===== src/rtl/resq_pkg.sv =====
package resq_pkg;
   // ***************************************************
   // Register map
   // ***************************************************
   localparam logic [7:0] LINREG_B_CONTROL_ADDR = 8'h09;
   localparam logic [7:0] LINREG_A_VOLTAGE_ADDR = 8'h0a;
   localparam logic [7:0] LINREG_B_VOLTAGE_ADDR = 8'h0b;
   localparam logic [7:0] STEPDOWN_A_SEQUENCE_DELAY_ADDR = 8'h0c;
   localparam logic [7:0] STEPDOWN_B_SEQUENCE_DELAY_ADDR = 8'h0d;
   localparam logic [7:0] LINREG_A_SEQUENCE_DELAY_ADDR = 8'h0e;

   // ***************************************************
   // Field layout
   // ***************************************************
   localparam int SW_ON_BIT = 0;
   localparam int PIN_GATING_BIT = 1;
   localparam int DISCHARGE_BIT = 2;
   localparam int CODE_W = 5;
   localparam int WAIT_W = 4;
   localparam int ON_WAIT_LSB = 0;
   localparam int OFF_WAIT_LSB = 4;

   // ***************************************************
   // Reset values and voltage code limit
   // ***************************************************
   localparam logic [2:0] LINREG_B_CONTROL_RST = 3'h4;
   localparam logic [4:0] VOLTAGE_CODE_RST = 5'h00;
   localparam logic [7:0] SEQUENCE_DELAY_RST = 8'h00;
   localparam logic [4:0] VOLTAGE_CODE_MAX = 5'h19;

   // ***************************************************
   // Timing
   // ***************************************************
   localparam int CLOCK_HZ = 50_000_000;
   localparam int STEP_US = 500;
   localparam int STEP_CYCLES = CLOCK_HZ / 1_000_000 * STEP_US;
endpackage


===== src/rtl/resq_delay_channel.sv =====
// ***************************************************
// One delayed output following the enable pin
// ***************************************************
module resq_delay_channel #(
   parameter int TICK_W = 16
)
(
   input wire logic ref_clk,
   input wire logic reset,
   input wire logic clk_en,
   input wire logic pin_rise,
   input wire logic pin_fall,
   input wire logic tick,
   input wire logic [3:0] on_wait,
   input wire logic [3:0] off_wait,
   input wire logic on_double,
   input wire logic off_double,
   output logic active
);
   typedef struct packed {
      logic active;
      logic pending;
      logic target;
      logic [4:0] left;
   } resq_ch_t;

   resq_ch_t st;
   resq_ch_t next_st;

   // Steps left: code, doubled when step-select set
   function automatic logic [4:0] steps(input logic [3:0] c,
                                        input logic dbl);
      steps = dbl ? {c, 1'b0} : {1'b0, c};
   endfunction

   // Each pin edge restarts the wait
   always_comb
   begin
      next_st = st;
      if (pin_rise || pin_fall)
      begin
         next_st.target = pin_rise; // RULE13
         next_st.left = pin_rise ? steps(on_wait, on_double)
                                 : steps(off_wait, off_double); // RULE12
         next_st.pending = 1'b1;
         if (next_st.left == 5'h00)
         begin
            next_st.active = pin_rise; // RULE6 RULE8
            next_st.pending = 1'b0;
         end
      end
      else if (st.pending && tick)
      begin
         next_st.left = st.left - 5'h01; // RULE13
         if (st.left == 5'h01)
         begin
            next_st.active = st.target; // RULE7 RULE9 RULE10 RULE11
            next_st.pending = 1'b0;
         end
      end
   end

   always_ff @(posedge ref_clk)
   begin
      if (reset)
         st <= '0;
      else if (clk_en)
         st <= next_st;
   end

   assign active = st.active;
endmodule


===== src/rtl/resq_sequencer.sv =====
// ***************************************************
// Regulator enable and sequence delay control
// ***************************************************
// Contract
// RULE1: Discharge of regulator B only while it is off and discharge bit is set.
// RULE2: Pin gating 0: software bit alone; 1: software bit and pin.
// RULE3: Software on bit 0 turns regulator B off or on.
// RULE4: Regulator A voltage code 5 bits, 0x00 to 0x19 valid.
// RULE5: Regulator B voltage code 5 bits in 4:0, 0x00 to 0x19.
// RULE6: Converter A off after code in bits 7:4 from pin fall.
// RULE7: Converter A on after code in bits 3:0 from pin rise.
// RULE8: Converter B off after its shutdown code from pin fall.
// RULE9: Converter B on after its start-up code from pin rise.
// RULE10: Regulator A off after its shutdown code from pin fall.
// RULE11: Regulator A on after its start-up code from pin rise.
// RULE12: Delay equals code times 0.5 ms, or 1 ms with step select.
// RULE13: Delays timed by an internal tick, restarted on each pin edge.
module resq_sequencer #(
   parameter int STEP_CYCLES = resq_pkg::STEP_CYCLES
)
(
   input wire logic ref_clk,
   input wire logic reset,
   input wire logic clk_en,
   input wire logic enable_pin,
   input wire logic on_step_double,
   input wire logic off_step_double,
   input wire logic reg_write,
   input wire logic [7:0] reg_addr,
   input wire logic [7:0] reg_wdata,
   output logic [7:0] reg_rdata,
   output logic reg_addr_error,
   output logic linreg_b_on,
   output logic linreg_b_discharge,
   output logic [4:0] linreg_a_voltage_code,
   output logic [4:0] linreg_b_voltage_code,
   output logic linreg_a_code_reserved,
   output logic linreg_b_code_reserved,
   output logic stepdown_a_on,
   output logic stepdown_b_on,
   output logic linreg_a_on
);
   localparam int TICK_W = $clog2(STEP_CYCLES + 1);

   // Refuse a zero step: the tick compare could never match
   if (STEP_CYCLES < 1)
   begin
      $error("STEP_CYCLES must be at least one");
   end

   typedef struct packed {
      logic [2:0] pin_sync;
      logic pin_level;
      logic linreg_b_discharge_on;
      logic linreg_b_pin_gating;
      logic linreg_b_sw_on;
      logic [4:0] linreg_a_voltage_code;
      logic [4:0] linreg_b_voltage_code;
      logic [7:0] stepdown_a_sequence_delay;
      logic [7:0] stepdown_b_sequence_delay;
      logic [7:0] linreg_a_sequence_delay;
      logic [TICK_W-1:0] tick_count;
      logic [7:0] rdata;
   } resq_state_t;

   resq_state_t st;
   resq_state_t next_st;
   logic pin_rise;
   logic pin_fall;
   logic tick;

   // ***************************************************
   // Pin edges and time base
   // ***************************************************
   // Edge only once second and third stage agree
   assign pin_rise = (st.pin_sync[2:1] == 2'b11) && !st.pin_level;
   assign pin_fall = (st.pin_sync[2:1] == 2'b00) && st.pin_level;
   assign tick = (st.tick_count == TICK_W'(STEP_CYCLES - 1)); // RULE13

   // ***************************************************
   // Register file and next state
   // ***************************************************
   always_comb
   begin
      next_st = st;
      next_st.pin_sync = {st.pin_sync[1:0], enable_pin};
      if (pin_rise)
         next_st.pin_level = 1'b1;
      else if (pin_fall)
         next_st.pin_level = 1'b0;
      // Free-running tick; restart on edge gives full first step
      if (tick || pin_rise || pin_fall)
         next_st.tick_count = '0; // RULE13
      else
         next_st.tick_count = st.tick_count + TICK_W'(1);
      if (reg_write)
      begin
         case (reg_addr)
            resq_pkg::LINREG_B_CONTROL_ADDR:
            begin
               next_st.linreg_b_discharge_on =
                  reg_wdata[resq_pkg::DISCHARGE_BIT];
               next_st.linreg_b_pin_gating =
                  reg_wdata[resq_pkg::PIN_GATING_BIT];
               next_st.linreg_b_sw_on =
                  reg_wdata[resq_pkg::SW_ON_BIT]; // RULE3
            end
            resq_pkg::LINREG_A_VOLTAGE_ADDR:
               next_st.linreg_a_voltage_code =
                  reg_wdata[resq_pkg::CODE_W-1:0]; // RULE4
            resq_pkg::LINREG_B_VOLTAGE_ADDR:
               next_st.linreg_b_voltage_code =
                  reg_wdata[resq_pkg::CODE_W-1:0]; // RULE5
            resq_pkg::STEPDOWN_A_SEQUENCE_DELAY_ADDR:
               next_st.stepdown_a_sequence_delay = reg_wdata;
            resq_pkg::STEPDOWN_B_SEQUENCE_DELAY_ADDR:
               next_st.stepdown_b_sequence_delay = reg_wdata;
            resq_pkg::LINREG_A_SEQUENCE_DELAY_ADDR:
               next_st.linreg_a_sequence_delay = reg_wdata;
            default:
               next_st.rdata = st.rdata;
         endcase
      end
      // Read data registered; reserved bits read zero
      case (reg_addr)
         resq_pkg::LINREG_B_CONTROL_ADDR:
            next_st.rdata = {5'h00, next_st.linreg_b_discharge_on,
                             next_st.linreg_b_pin_gating,
                             next_st.linreg_b_sw_on};
         resq_pkg::LINREG_A_VOLTAGE_ADDR:
            next_st.rdata = {3'h0, next_st.linreg_a_voltage_code};
         resq_pkg::LINREG_B_VOLTAGE_ADDR:
            next_st.rdata = {3'h0, next_st.linreg_b_voltage_code};
         resq_pkg::STEPDOWN_A_SEQUENCE_DELAY_ADDR:
            next_st.rdata = next_st.stepdown_a_sequence_delay;
         resq_pkg::STEPDOWN_B_SEQUENCE_DELAY_ADDR:
            next_st.rdata = next_st.stepdown_b_sequence_delay;
         resq_pkg::LINREG_A_SEQUENCE_DELAY_ADDR:
            next_st.rdata = next_st.linreg_a_sequence_delay;
         default:
            next_st.rdata = 8'h00;
      endcase
   end

   always_ff @(posedge ref_clk)
   begin
      if (reset)
      begin
         st <= '0;
         st.linreg_b_discharge_on <=
            resq_pkg::LINREG_B_CONTROL_RST[resq_pkg::DISCHARGE_BIT]; // RULE1
         st.linreg_a_voltage_code <= resq_pkg::VOLTAGE_CODE_RST;
         st.linreg_b_voltage_code <= resq_pkg::VOLTAGE_CODE_RST;
         st.stepdown_a_sequence_delay <= resq_pkg::SEQUENCE_DELAY_RST;
         st.stepdown_b_sequence_delay <= resq_pkg::SEQUENCE_DELAY_RST;
         st.linreg_a_sequence_delay <= resq_pkg::SEQUENCE_DELAY_RST;
      end
      else if (clk_en)
         st <= next_st;
   end

   // ***************************************************
   // Regulator B enable and discharge
   // ***************************************************
   assign linreg_b_on = st.linreg_b_sw_on &&
      (!st.linreg_b_pin_gating || st.pin_level); // RULE2 RULE3
   assign linreg_b_discharge = !linreg_b_on &&
      st.linreg_b_discharge_on; // RULE1
   assign reg_rdata = st.rdata;
   assign reg_addr_error = reg_write &&
      (reg_addr < resq_pkg::LINREG_B_CONTROL_ADDR ||
       reg_addr > resq_pkg::LINREG_A_SEQUENCE_DELAY_ADDR);
   assign linreg_a_voltage_code = st.linreg_a_voltage_code;
   assign linreg_b_voltage_code = st.linreg_b_voltage_code;
   // Reserved codes flagged, not clipped, so software sees its write
   assign linreg_a_code_reserved =
      st.linreg_a_voltage_code > resq_pkg::VOLTAGE_CODE_MAX; // RULE4
   assign linreg_b_code_reserved =
      st.linreg_b_voltage_code > resq_pkg::VOLTAGE_CODE_MAX; // RULE5

   // ***************************************************
   // Sequenced outputs
   // ***************************************************
   resq_delay_channel #(.TICK_W(TICK_W)) u_stepdown_a (
      .ref_clk(ref_clk),
      .reset(reset),
      .clk_en(clk_en),
      .pin_rise(pin_rise),
      .pin_fall(pin_fall),
      .tick(tick),
      .on_wait(st.stepdown_a_sequence_delay[resq_pkg::ON_WAIT_LSB +: 4]),
      .off_wait(st.stepdown_a_sequence_delay[resq_pkg::OFF_WAIT_LSB +: 4]),
      .on_double(on_step_double),
      .off_double(off_step_double),
      .active(stepdown_a_on)
   ); // RULE6 RULE7

   resq_delay_channel #(.TICK_W(TICK_W)) u_stepdown_b (
      .ref_clk(ref_clk),
      .reset(reset),
      .clk_en(clk_en),
      .pin_rise(pin_rise),
      .pin_fall(pin_fall),
      .tick(tick),
      .on_wait(st.stepdown_b_sequence_delay[resq_pkg::ON_WAIT_LSB +: 4]),
      .off_wait(st.stepdown_b_sequence_delay[resq_pkg::OFF_WAIT_LSB +: 4]),
      .on_double(on_step_double),
      .off_double(off_step_double),
      .active(stepdown_b_on)
   ); // RULE8 RULE9

   resq_delay_channel #(.TICK_W(TICK_W)) u_linreg_a (
      .ref_clk(ref_clk),
      .reset(reset),
      .clk_en(clk_en),
      .pin_rise(pin_rise),
      .pin_fall(pin_fall),
      .tick(tick),
      .on_wait(st.linreg_a_sequence_delay[resq_pkg::ON_WAIT_LSB +: 4]),
      .off_wait(st.linreg_a_sequence_delay[resq_pkg::OFF_WAIT_LSB +: 4]),
      .on_double(on_step_double),
      .off_double(off_step_double),
      .active(linreg_a_on)
   ); // RULE10 RULE11
endmodule


===== config.mk =====
export PLATFORM = sky130hd
export DESIGN_NAME = resq_sequencer
export DESIGN_NICKNAME = d
export VERILOG_FILES = /design/src/rtl/resq_pkg.sv /design/src/rtl/resq_delay_channel.sv /design/src/rtl/resq_sequencer.sv
export SDC_FILE = /design/constraint.sdc
export NUM_CORES = 1
export LEC_CHECK = 0
export BUFFER_PORTS_ARGS = -buffer_cell sky130_fd_sc_hd__buf_2
export CAP_MARGIN = 30
export CORE_ASPECT_RATIO = 0.75
export CORE_UTILIZATION = 55
export CTS_CLUSTER_SIZE = 30
export DETAILED_ROUTE_END_ITERATION = 8
export GPL_ROUTABILITY_DRIVEN = 0
export PLACE_DENSITY = 0.84
export SLEW_MARGIN = 20
export SYNTH_ARGS = -nofsm -noshare
export SYNTH_HDL_FRONTEND = slang
export SYNTH_HIERARCHICAL = 1
export SYNTH_SLANG_ARGS = --single-unit

===== constraint.sdc =====
create_clock -name ref_clk -period 6.05 [get_ports ref_clk]
set_clock_uncertainty 0.05 [all_clocks]
set_input_delay 0.3025 -clock ref_clk [delete_from_list [all_inputs] [get_ports ref_clk]]
set_output_delay 0.3025 -clock ref_clk [all_outputs]
set_load 0.05 [all_outputs]

==> parameters.txt, run 1 <==
Parameter                              Value

Drt
  Routed Wire Length ... 13.4 mm
  First-pass iteration count of the detailed router ... 6
  Remaining antenna violation count after routing ... 0
  Average wire length per cell after detail routing ... 17.1 µm
  Via-to-Cell Ratio ... 6.29
  Via count of the routed design ... 4,913
  Post-route DRC ... 0
  Detailed Route Iter0 Violations ... 472

Layout
  Most common cell after layout, fill and taps aside ... nor2_1
  FILL cells ... 767
  Summed area of non-filler cells in the final layout ... between 5000 and 6000 µm²
  Net count, final ... 678
  Share of layout cells above drive strength 1 ... 16.7%
  Area Growth Syn to Fin ... 8.68%
  Diodes inserted ... 0
  Most frequent cells in the layout ... nor2_1, dfxtp_1, mux2i_1, buf_2, nand2_1

CTS
  Cell at the root of the clock tree ... clkbuf_16
  Clock net sink count ... 88
  Insertion delay of the later-clocked pin in the worst-skew pair ... 340 ps
  Resize count post-CTS ... 0
  Total clock buffers created by CTS ... 9
  Clock tree from TritonCTS ... built
  CTS max path bufs ... 2
  Clock edge transition at the registers on the reported setup and hold paths ... 60 ps
  Number of post-CTS setup repair buffers ... 0
  Hold_buf cts ... 0
  Total number of H-tree levels ... 3

Logic synthesis
  Synth Flop Type ... dfxtp_1
  Gate count after technology mapping ... 636
  Post-synthesis net count ... 666
  Synthesis Warnings ... 6
  Number of different library cells in the post-synthesis netlist ... 71
  Syn avg cell area ... 8.36 µm²
  Most area-consuming cells after synthesis ... dfxtp_1, mux2i_1, nor2_1, a21oi_1, nand2_1
  Synth area leader ... dfxtp_1
  Post-synthesis cell area ... around 5300 µm²
  Post-synthesis sequential area ratio ... about a third
  Number of synthesized register bits ... 88
  Asr flop ratio synth ... 0%
  Number of synthesized flops with an enable pin ... 0
  Yosys top cell area share ... 33.1%

Power
  Leakage dissipation ... between 2 and 2.5 nW
  Worst voltage drop across the vdd grid ... 158 µV
  Power per Cell Area ... 225 nW/µm²

Floorplanning
  CORE AREA ... 9200 µm²
  I/O pin total ... just under 50
  Y dimension of the die ... 87.1 µm
  Die Span X ... ~120 µm
  Starting density of the core ... roughly 58%
  Standard-cell rows ... 30
  Full die area ... ~10,000 µm²

Critical path
  Setup CP Type ... reg2reg
  Worst path required time ... 6230 ps
  FF-to-FF Start ... st[11]
  Cell count of the worst reg-to-reg path ... 7
  Slack of the worst reg-to-reg path ... 3170 ps
  Endpoint of the lowest-slack register-to-register path ... u_linreg_a/active
  Maximum fanout along the worst path ... 10
  Arrival time at the worst endpoint ... 3060 ps
  Sort of element at the end of the critical path ... flip-flop
  Type of element launching the critical path ... flip-flop

Place
  Placement-stage worst setup slack ... 3280 ps
  Instance area after placement ... about 5400 µm²
  Count of input and output buffers ... 48
  Half-perimeter wire length of the detailed placement result ... 9.23 mm

Global routing
  Aggregate global routing overflow ... 0
  Number of global-route vias before repair ... 4,340
  Wire length of the first global-routing pass ... 21.7 mm
  GRT Resource Usage Total ... 27.3%
  Initial antenna violation count ... 0
  Pin count of the biggest net entering global routing ... 84

Min path
  Instance count along the most critical hold path ... 3
  Class of the tightest hold or removal check ... in2reg
  Worst Hold End ... next_st[62]
  Hold Path Origin ... enable_pin

STA
  Count of endpoints failing setup in the final report ... 0
  Number of hold-slack violations in the final timing report ... 0
  Final Worst Setup Slack ... between 3000 and 4000 ps
  Period minus WS final ... 2880 ps
  Unrepaired setup endpoints after global routing ... false
  Tightest slew margin relative to the limit ... 38.2%
  Transition time at the pin with the least slew margin ... 927 ps
  Number of pins with negative max-slew slack in the final report ... 0
  Share of the clock period used by the worst path after layout ... 47.6%
  Total Neg Setup Slack ... 0 ps
  Upper clock frequency limit ... ~350 MHz

Flow run
  Number of maximum-capacitance violations ... 0

Run status
  Result of the run ... complete, no violations
[per-layer routing]
metal | up-vias | part of all wire [%] | GRT usage (%)
li1 | 2308 | - | -
met1 | 2311 | 45 | 37.8
met2 | 269 | 45 | 43.1
met3 | 25 | 8.6 | 5.36
met4 | 0 | 1.4 | 7.91
met5 | - | 0 | 0
[state kept, by name (all words and copies together) (netlist names)]
signal / cells
linreg_a_voltage_code: 5
linreg_b_voltage_code: 5
next_st: 2
reg_rdata: 8
st: 44
u_linreg_a/active: 1
u_linreg_a/st: 7
u_stepdown_a/active: 1
u_stepdown_a/st: 7
u_stepdown_b/active: 1
u_stepdown_b/st: 7
[final cells by class]
| cell class | count | area [µm²] | area share [%] |
|---|---|---|---|
| multi-input cells | 471 | 3150 | 54.5 |
| flip-flops and latches | 88 | 1760 | 30.5 |
| clock buffers | 12 | 267 | 4.61 |
| clock inverters | 4 | 73.8 | 1.28 |
| inverters | 27 | 101 | 1.75 |
| repair buffers | 51 | 263 | 4.55 |
| well taps | 128 | 160 | 2.77 |
[logic make-up (layout without fill, tap and decap cells)]
group / Yosys count / in the layout / share of synthesized area, %
flops: 88 / 88 / 33.1
fa+ha+maj: 7 / 7 / 1.65
simple gates: 264 / 264 / 27.0
mux: 58 / 58 / 11.1
compound gates: 127 / 127 / 17.0
xor+xnor: 15 / 15 / 2.47
buf+inv: 77 / 94 / 7.67
[worst max path at each step]
stage	from	end	slack, ps	cells past startpoint
2_1_floorplan	st[60]	u_linreg_a/active	3460	7
3_3_place_gp	st[11]	u_stepdown_a/active	3370	7
3_5_place_dp	st[11]	u_linreg_a/active	3280	7
4_1_cts	st[11]	u_linreg_a/active	3240	7
5_1_grt	st[8]	u_stepdown_a/active	3070	8
6_report	st[11]	u_linreg_a/active	3170	7
[worst max-delay path, cell delays in order (launching register included)]
cell and delay [ps]:
dfxtp_1 350, or4b_1 530, nor4_1 710, and2_1 300, o21ai_4 110, nor4_2 340
nor4_1 90, mux2_2 290
[cell usage after synthesis (12+ instances only)]
master	n
o21ai_0	17
nand3_1	12
a21oi_1	35
nor2_1	90
clkbuf_1	14
dfxtp_1	88
buf_4	18
nand2_1	45
nor4_1	13
nand4_1	12
inv_1	24
xnor2_1	12
nor3_1	13
mux2i_1	52
[power breakdown]
part | internal [W] | switching, W | leakage (nW)
Clock | 0.000396 | 0.000233 | 0.169
Sequential | 0.000584 | 0.00000596 | 0.709
Combinational | 0.0000240 | 0.0000564 | 1.26
[stage by stage]
step	instances	hold WS, ps	total power, W	util, %
2_1_floorplan	636	370	0.000652	-
3_3_place_gp	765	408	0.000677	59.1
3_5_place_dp	765	412	0.000681	59.1
4_1_cts	781	168	0.00130	62.8
5_1_grt	781	209	0.00134	62.8
6_report	781	161	0.00130	62.8
No activity file was read; power rests on OpenSTA's default activity.
==> run 2, diff against run 1 <==
Clock period 6.05 ns to 2.98 ns, I/O delays scaled along.
==> run 2 against run 1 <==
Against the previous run:
- sequential cell count unchanged
- register-to-register slack worse by 2800 ps
- count of clock-buffer cells in the layout decreased by 1
- die area unchanged
- final cell count grew 1.0%
==> parameters.txt, run 2 (synthesis gave the netlist of run 1 again) <==
Parameter                              Value

Power
  Leakage dissipation ... 2.14 nW
  Int Power ... approximately 0.0018 W
  Worst voltage drop across the vdd grid ... 262 µV
  Share of total power in combinational logic ... 7.0%
  Sequential cell fraction of total power ... 49.7%
  Psw ... 0.000609 W
  Power share of the clock group ... around 43%
  Power per Cell Area ... 417 nW/µm²
  Fraction of power spent switching nets ... 25.3%

Critical path
  Arrival time at the worst endpoint ... 2790 ps
  Gate family responsible for the most delay along the worst path ... simple AND/OR/NAND/NOR gates
  Cell count of the worst reg-to-reg path ... 8
  Critical Path Most Common Cell ... nor4_1
  Maximum fanout along the worst path ... 10
  Setup CP Type ... reg2reg
  Number of buffers and inverters on the critical path ... 1
  Critical path depth in cells ... 8
  Sort of element at the end of the critical path ... flip-flop
  Cell with the largest stage delay on the worst path ... or4b_1
  Critical Path, Cell by Cell ... or4b_1 > nor4_1 > buf_4 > and2_1 > o21ai_4 > nor4_2 > nor4_1 > mux2_2
  Type of element launching the critical path ... flip-flop
  Worst path required time ... between 3000 and 4000 ps
  Largest stage delay on the critical path ... 540 ps

Drt
  Routed Wire Length ... 13.9 mm
  Via count of the routed design ... 4,883
  First-pass iteration count of the detailed router ... 6
  Via-to-Cell Ratio ... 6.19
  Average wire length per cell after detail routing ... 17.6 µm
  Detailed Route Iter0 Violations ... ~490
  Post-route DRC ... 0
  Remaining antenna violation count after routing ... 0

Floorplanning
  I/O pin total ... just under 50
  Standard-cell rows ... 30
  Y dimension of the die ... 87.1 µm
  CORE AREA ... 9200 µm²
  Starting density of the core ... 57.8%
  Full die area ... 10,100 µm²
  Die Span X ... approximately 120 µm

CTS
  Clock net sink count ... 88
  CTS max path bufs ... 2
  Total number of H-tree levels ... 3
  Clock tree from TritonCTS ... built
  Clock edge transition at the registers on the reported setup and hold paths ... 60 ps
  Hold_buf cts ... 0
  Insertion delay of the later-clocked pin in the worst-skew pair ... between 300 and 400 ps
  Resize count post-CTS ... 0
  Total clock buffers created by CTS ... 9
  Number of post-CTS setup repair buffers ... 0
  Cell at the root of the clock tree ... clkbuf_16

Layout
  FILL cells ... 767
  Most frequent cells in the layout ... nor2_1, dfxtp_1, mux2i_1, buf_2, nand2_1
  Area Growth Syn to Fin ... 8.57%
  Most common cell after layout, fill and taps aside ... nor2_1
  Flip-flop count of the largest register, all copies and words added ... 44
  Net count, final ... roughly 690
  Share of layout cells above drive strength 1 ... 17.4%
  Register ranked first by flip-flop count ... st
  Diodes inserted ... 0

Global routing
  Wire length of the first global-routing pass ... 22.8 mm
  Initial antenna violation count ... 0
  Aggregate global routing overflow ... 0
  Number of global-route vias before repair ... 4,576
  Pin count of the biggest net entering global routing ... 68
  GRT Resource Usage Total ... 29.2%

STA
  Count of endpoints failing setup in the final report ... 0
  Number of pins with negative max-slew slack in the final report ... 0
  Unrepaired setup endpoints after global routing ... false
  Upper clock frequency limit ... 384 MHz
  Period minus WS final ... 2600 ps
  Total Neg Setup Slack ... 0 ps
  Transition time at the pin with the least slew margin ... 695 ps
  Tightest slew margin relative to the limit ... between 50% and 60%
  Share of the clock period used by the worst path after layout ... between 80 and 90%
  Number of hold-slack violations in the final timing report ... 0
  Worst hold slack ... 7.95 ps

Place
  Half-perimeter wire length of the detailed placement result ... 9.72 mm
  Count of input and output buffers ... 48

Flow run
  Number of maximum-capacitance violations ... 0

Min path
  Instance count along the most critical hold path ... 3
  Class of the tightest hold or removal check ... in2reg

Run status
  Result of the run ... complete, no violations
run 2: cell count changes in the layout (fill, tap and decap cells not counted), moves of 2 or more:
cell        delta
buf_4          +7
clkinvlp_4     +2
clkbuf_8       -3
bufinv_16      -2
clkbuf_1       +2
run 2: worst min-delay path: stages:
cell,delay [ps]
buf_2,80
mux2i_1,60
nor2_1,80
run 2: power by group through the flow:
| stage | clock, W | sequential (W) | combinational [W] |
|---|---|---|---|
| after CTS | 0.00106 | 0.00120 | 0.000164 |
| after detailed placement | 0 | 0.00122 | 0.000164 |
| final | 0.00104 | 0.00120 | 0.000169 |
| after global routing | 0.00110 | 0.00120 | 0.000181 |
| after floorplan | 0 | 0.00122 | 0.000106 |
| after global placement | 0 | 0.00122 | 0.000157 |
run 2: layout make-up:
class / instances / area (µm²) / share of cell area [%]
multi-input cells: 471 / 3150 / 54.6
flip-flops and latches: 88 / 1760 / 30.5
repair buffers: 59 / 330 / 5.72
clock buffers: 11 / 233 / 4.03
well taps: 128 / 160 / 2.77
inverters: 27 / 101 / 1.76
clock inverters: 5 / 33.8 / 0.585
run 2: stage by stage:
stage                     utilization (%)  power, W  std cells  cell area [µm²]  worst slack [ps]
after floorplan                         -   0.00132        636             5320               393
after global placement               59.7   0.00138        772             5490               469
after detailed placement             59.7   0.00139        772             5490               290
after CTS                            62.6   0.00242        788             5760               284
after global routing                 62.8   0.00247        789             5770               185
final                                62.8   0.00241        789             5770               379
run 2: worst paths after layout:
kind / from / to / slack, ps
worst max-delay path: st[11] / u_stepdown_a/active / 380
worst min-delay path: enable_pin / next_st[62] / 8
worst max register to register: st[11] / u_stepdown_a/active / 380
worst min register to register: reg_rdata[5] / reg_rdata[5] / 420
run 2: layer usage:
metal / share of wire (%) / GRT usage [%] / up-vias
li1: - / - / 2319
met3: 7.5 / 7.10 / 28
met5: 0 / 0 / -
met1: 46 / 39.8 / 2322
met2: 44 / 44.0 / 214
met4: 2.0 / 12.4 / 0
==> run 3, diff against run 2 <==
Settings changed: BUFFER_PORTS_ARGS -buffer_cell sky130_fd_sc_hd__buf_2 to -buffer_cell sky130_fd_sc_hd__clkbuf_2, RECOVER_POWER set to 25.
==> run 3 against run 2 <==
Against the previous run:
- setup slack better by 71 ps
- critical endpoint unchanged
- sequential power hardly changed
- largest cell class unchanged
- critical path type unchanged
- non-clock buffer count is 1 lower
- largest power group unchanged
- hold slack better by 5.1 ps
- global-route usage is 0.56 points lower
- total power is 6.1% higher
- first-iteration DRC count is 16% higher
==> parameters.txt, run 3 (synthesis gave the netlist of run 1 again) <==
Parameter                              Value

Run status
  Result of the run ... complete, no violations

Place
  Placement-stage worst setup slack ... 320 ps
  Half-perimeter wire length of the detailed placement result ... 9.54 mm
  Count of input and output buffers ... 48

Layout
  Flip-flop count of the largest register, all copies and words added ... 44
  Most common cell after layout, fill and taps aside ... nor2_1
  Most frequent cells in the layout ... nor2_1, dfxtp_1, mux2i_1, nand2_1, a21oi_1
  Net count, final ... 685
  Diodes inserted ... 0
  Register ranked first by flip-flop count ... st
  Share of layout cells above drive strength 1 ... 13.2%
  Area Growth Syn to Fin ... 8.33%

STA
  Share of the clock period used by the worst path after layout ... between 80% and 90%
  Number of pins with negative max-slew slack in the final report ... 0
  Total Neg Setup Slack ... 0 ps
  Count of endpoints failing setup in the final report ... 0
  Transition time at the pin with the least slew margin ... 1170 ps
  Tightest slew margin relative to the limit ... 21.1%
  Final Worst Setup Slack ... ~450 ps
  Unrepaired setup endpoints after global routing ... false
  Period minus WS final ... 2530 ps
  Upper clock frequency limit ... 395 MHz
  Number of hold-slack violations in the final timing report ... 0

Global routing
  Wire length of the first global-routing pass ... between 20 and 25 mm
  GRT Resource Usage Total ... 28.6%
  Aggregate global routing overflow ... 0
  Pin count of the biggest net entering global routing ... 65
  Initial antenna violation count ... 0
  Number of global-route vias before repair ... 4,471

Critical path
  Cell count of the worst reg-to-reg path ... 8
  Setup CP Type ... reg2reg
  FF-to-FF Start ... st[11]
  Worst path required time ... 3160 ps
  Slack of the worst reg-to-reg path ... 450 ps
  Type of element launching the critical path ... flip-flop
  Arrival time at the worst endpoint ... 2710 ps
  Endpoint of the lowest-slack register-to-register path ... u_stepdown_a/active
  Sort of element at the end of the critical path ... flip-flop
  Maximum fanout along the worst path ... 10

CTS
  Clock tree from TritonCTS ... built
  Insertion delay of the later-clocked pin in the worst-skew pair ... 340 ps
  Resize count post-CTS ... 0
  Number of post-CTS setup repair buffers ... 0
  CTS max path bufs ... 2
  Cell at the root of the clock tree ... clkbuf_16
  Total number of H-tree levels ... 3
  Clock net sink count ... 88
  Total clock buffers created by CTS ... 9
  Clock edge transition at the registers on the reported setup and hold paths ... 60 ps
  Hold_buf cts ... 0

Drt
  Detailed Route Iter0 Violations ... 564
  Routed Wire Length ... 13.8 mm
  Average wire length per cell after detail routing ... around 18 µm
  Remaining antenna violation count after routing ... 0
  Via count of the routed design ... 4,901
  Post-route DRC ... 0
  Via-to-Cell Ratio ... 6.24
  First-pass iteration count of the detailed router ... 5

Power
  Leakage dissipation ... 2.04 nW
  Power per Cell Area ... ~440 nW/µm²
  Post-route total power ... 0.00256 W
  Worst voltage drop across the vdd grid ... 294 µV

Flow run
  Number of maximum-capacitance violations ... 0

Floorplanning
  CORE AREA ... 9200 µm²
  Starting density of the core ... between 50% and 60%
  Y dimension of the die ... about 87 µm
  Standard-cell rows ... 30
  Die Span X ... 116 µm
  I/O pin total ... 49
  Full die area ... 10,100 µm²

Min path
  Class of the tightest hold or removal check ... in2reg
  Instance count along the most critical hold path ... 3
  Worst Hold End ... next_st[62]
  Hold Path Origin ... enable_pin
run 3: cell count changes in the layout (fill, tap and decap cells not counted):
cell        previous run  this run
buf_4                 10         8
buf_2                 48         0
clkbuf_1               2        26
bufinv_16              0         2
clkinv_2               2         0
nor4_1                13        14
nor4_4                 1         0
clkbuf_8               0         1
clkinv_4               1         0
clkinvlp_4             2         1
clkbuf_2               0        24
run 3: cell type report:
cell class | instances | area [µm²]
Timing Repair Buffer | 58 | 289
Fill cell | 771 | 3440
Clock inverter | 3 | 67.6
Sequential cell | 88 | 1760
Multi-Input combinational cell | 471 | 3140
Inverter | 27 | 101
Clock buffer | 11 | 243
Tap cell | 128 | 160
run 3: worst max-delay path by stage:
stage,start,end,slack [ps]
after floorplan,st[60],u_linreg_a/active,390
after global placement,next_st[63],u_stepdown_b/active,460
after detailed placement,next_st[63],u_stepdown_a/active,320
after CTS,next_st[63],u_stepdown_b/active,290
after global routing,st[8],u_stepdown_a/active,280
final,st[11],u_stepdown_a/active,450
run 3: where the power goes:
group | switching (W) | internal [W]
clock network | 0.000447 | 0.000748
logic | 0.000115 | 0.0000493
registers | 0.0000124 | 0.00119
run 3: metrics by stage:
step / std cells / util (%) / hold WS (ps) / area, µm²
floorplan: 636 / - / 217 / 5320
global placement: 771 / 59.6 / 340 / 5480
detailed placement: 771 / 59.6 / 363 / 5480
CTS: 785 / 63.0 / 14.0 / 5790
global route: 786 / 62.6 / 31.5 / 5760
finish: 786 / 62.6 / 13.1 / 5760
run 3: critical path: stages (launching register included):
cell	delay [ps]
dfxtp_1	360
or4b_1	540
nor4_1	240
buf_4	180
and2_1	210
o21ai_4	120
nor4_2	320
nor4_1	100
mux2_2	280
run 3: layer usage:
metal  part of all wire [%]  wire, µm  vias up  GRT usage, %
met5                      0         0        -             0
met4                    1.6       219        0          10.3
met3                    7.9      1090       24          7.31
met2                     45      6220      244          43.6
met1                     45      6240     2319          39.1
li1                       -         -     2314             -
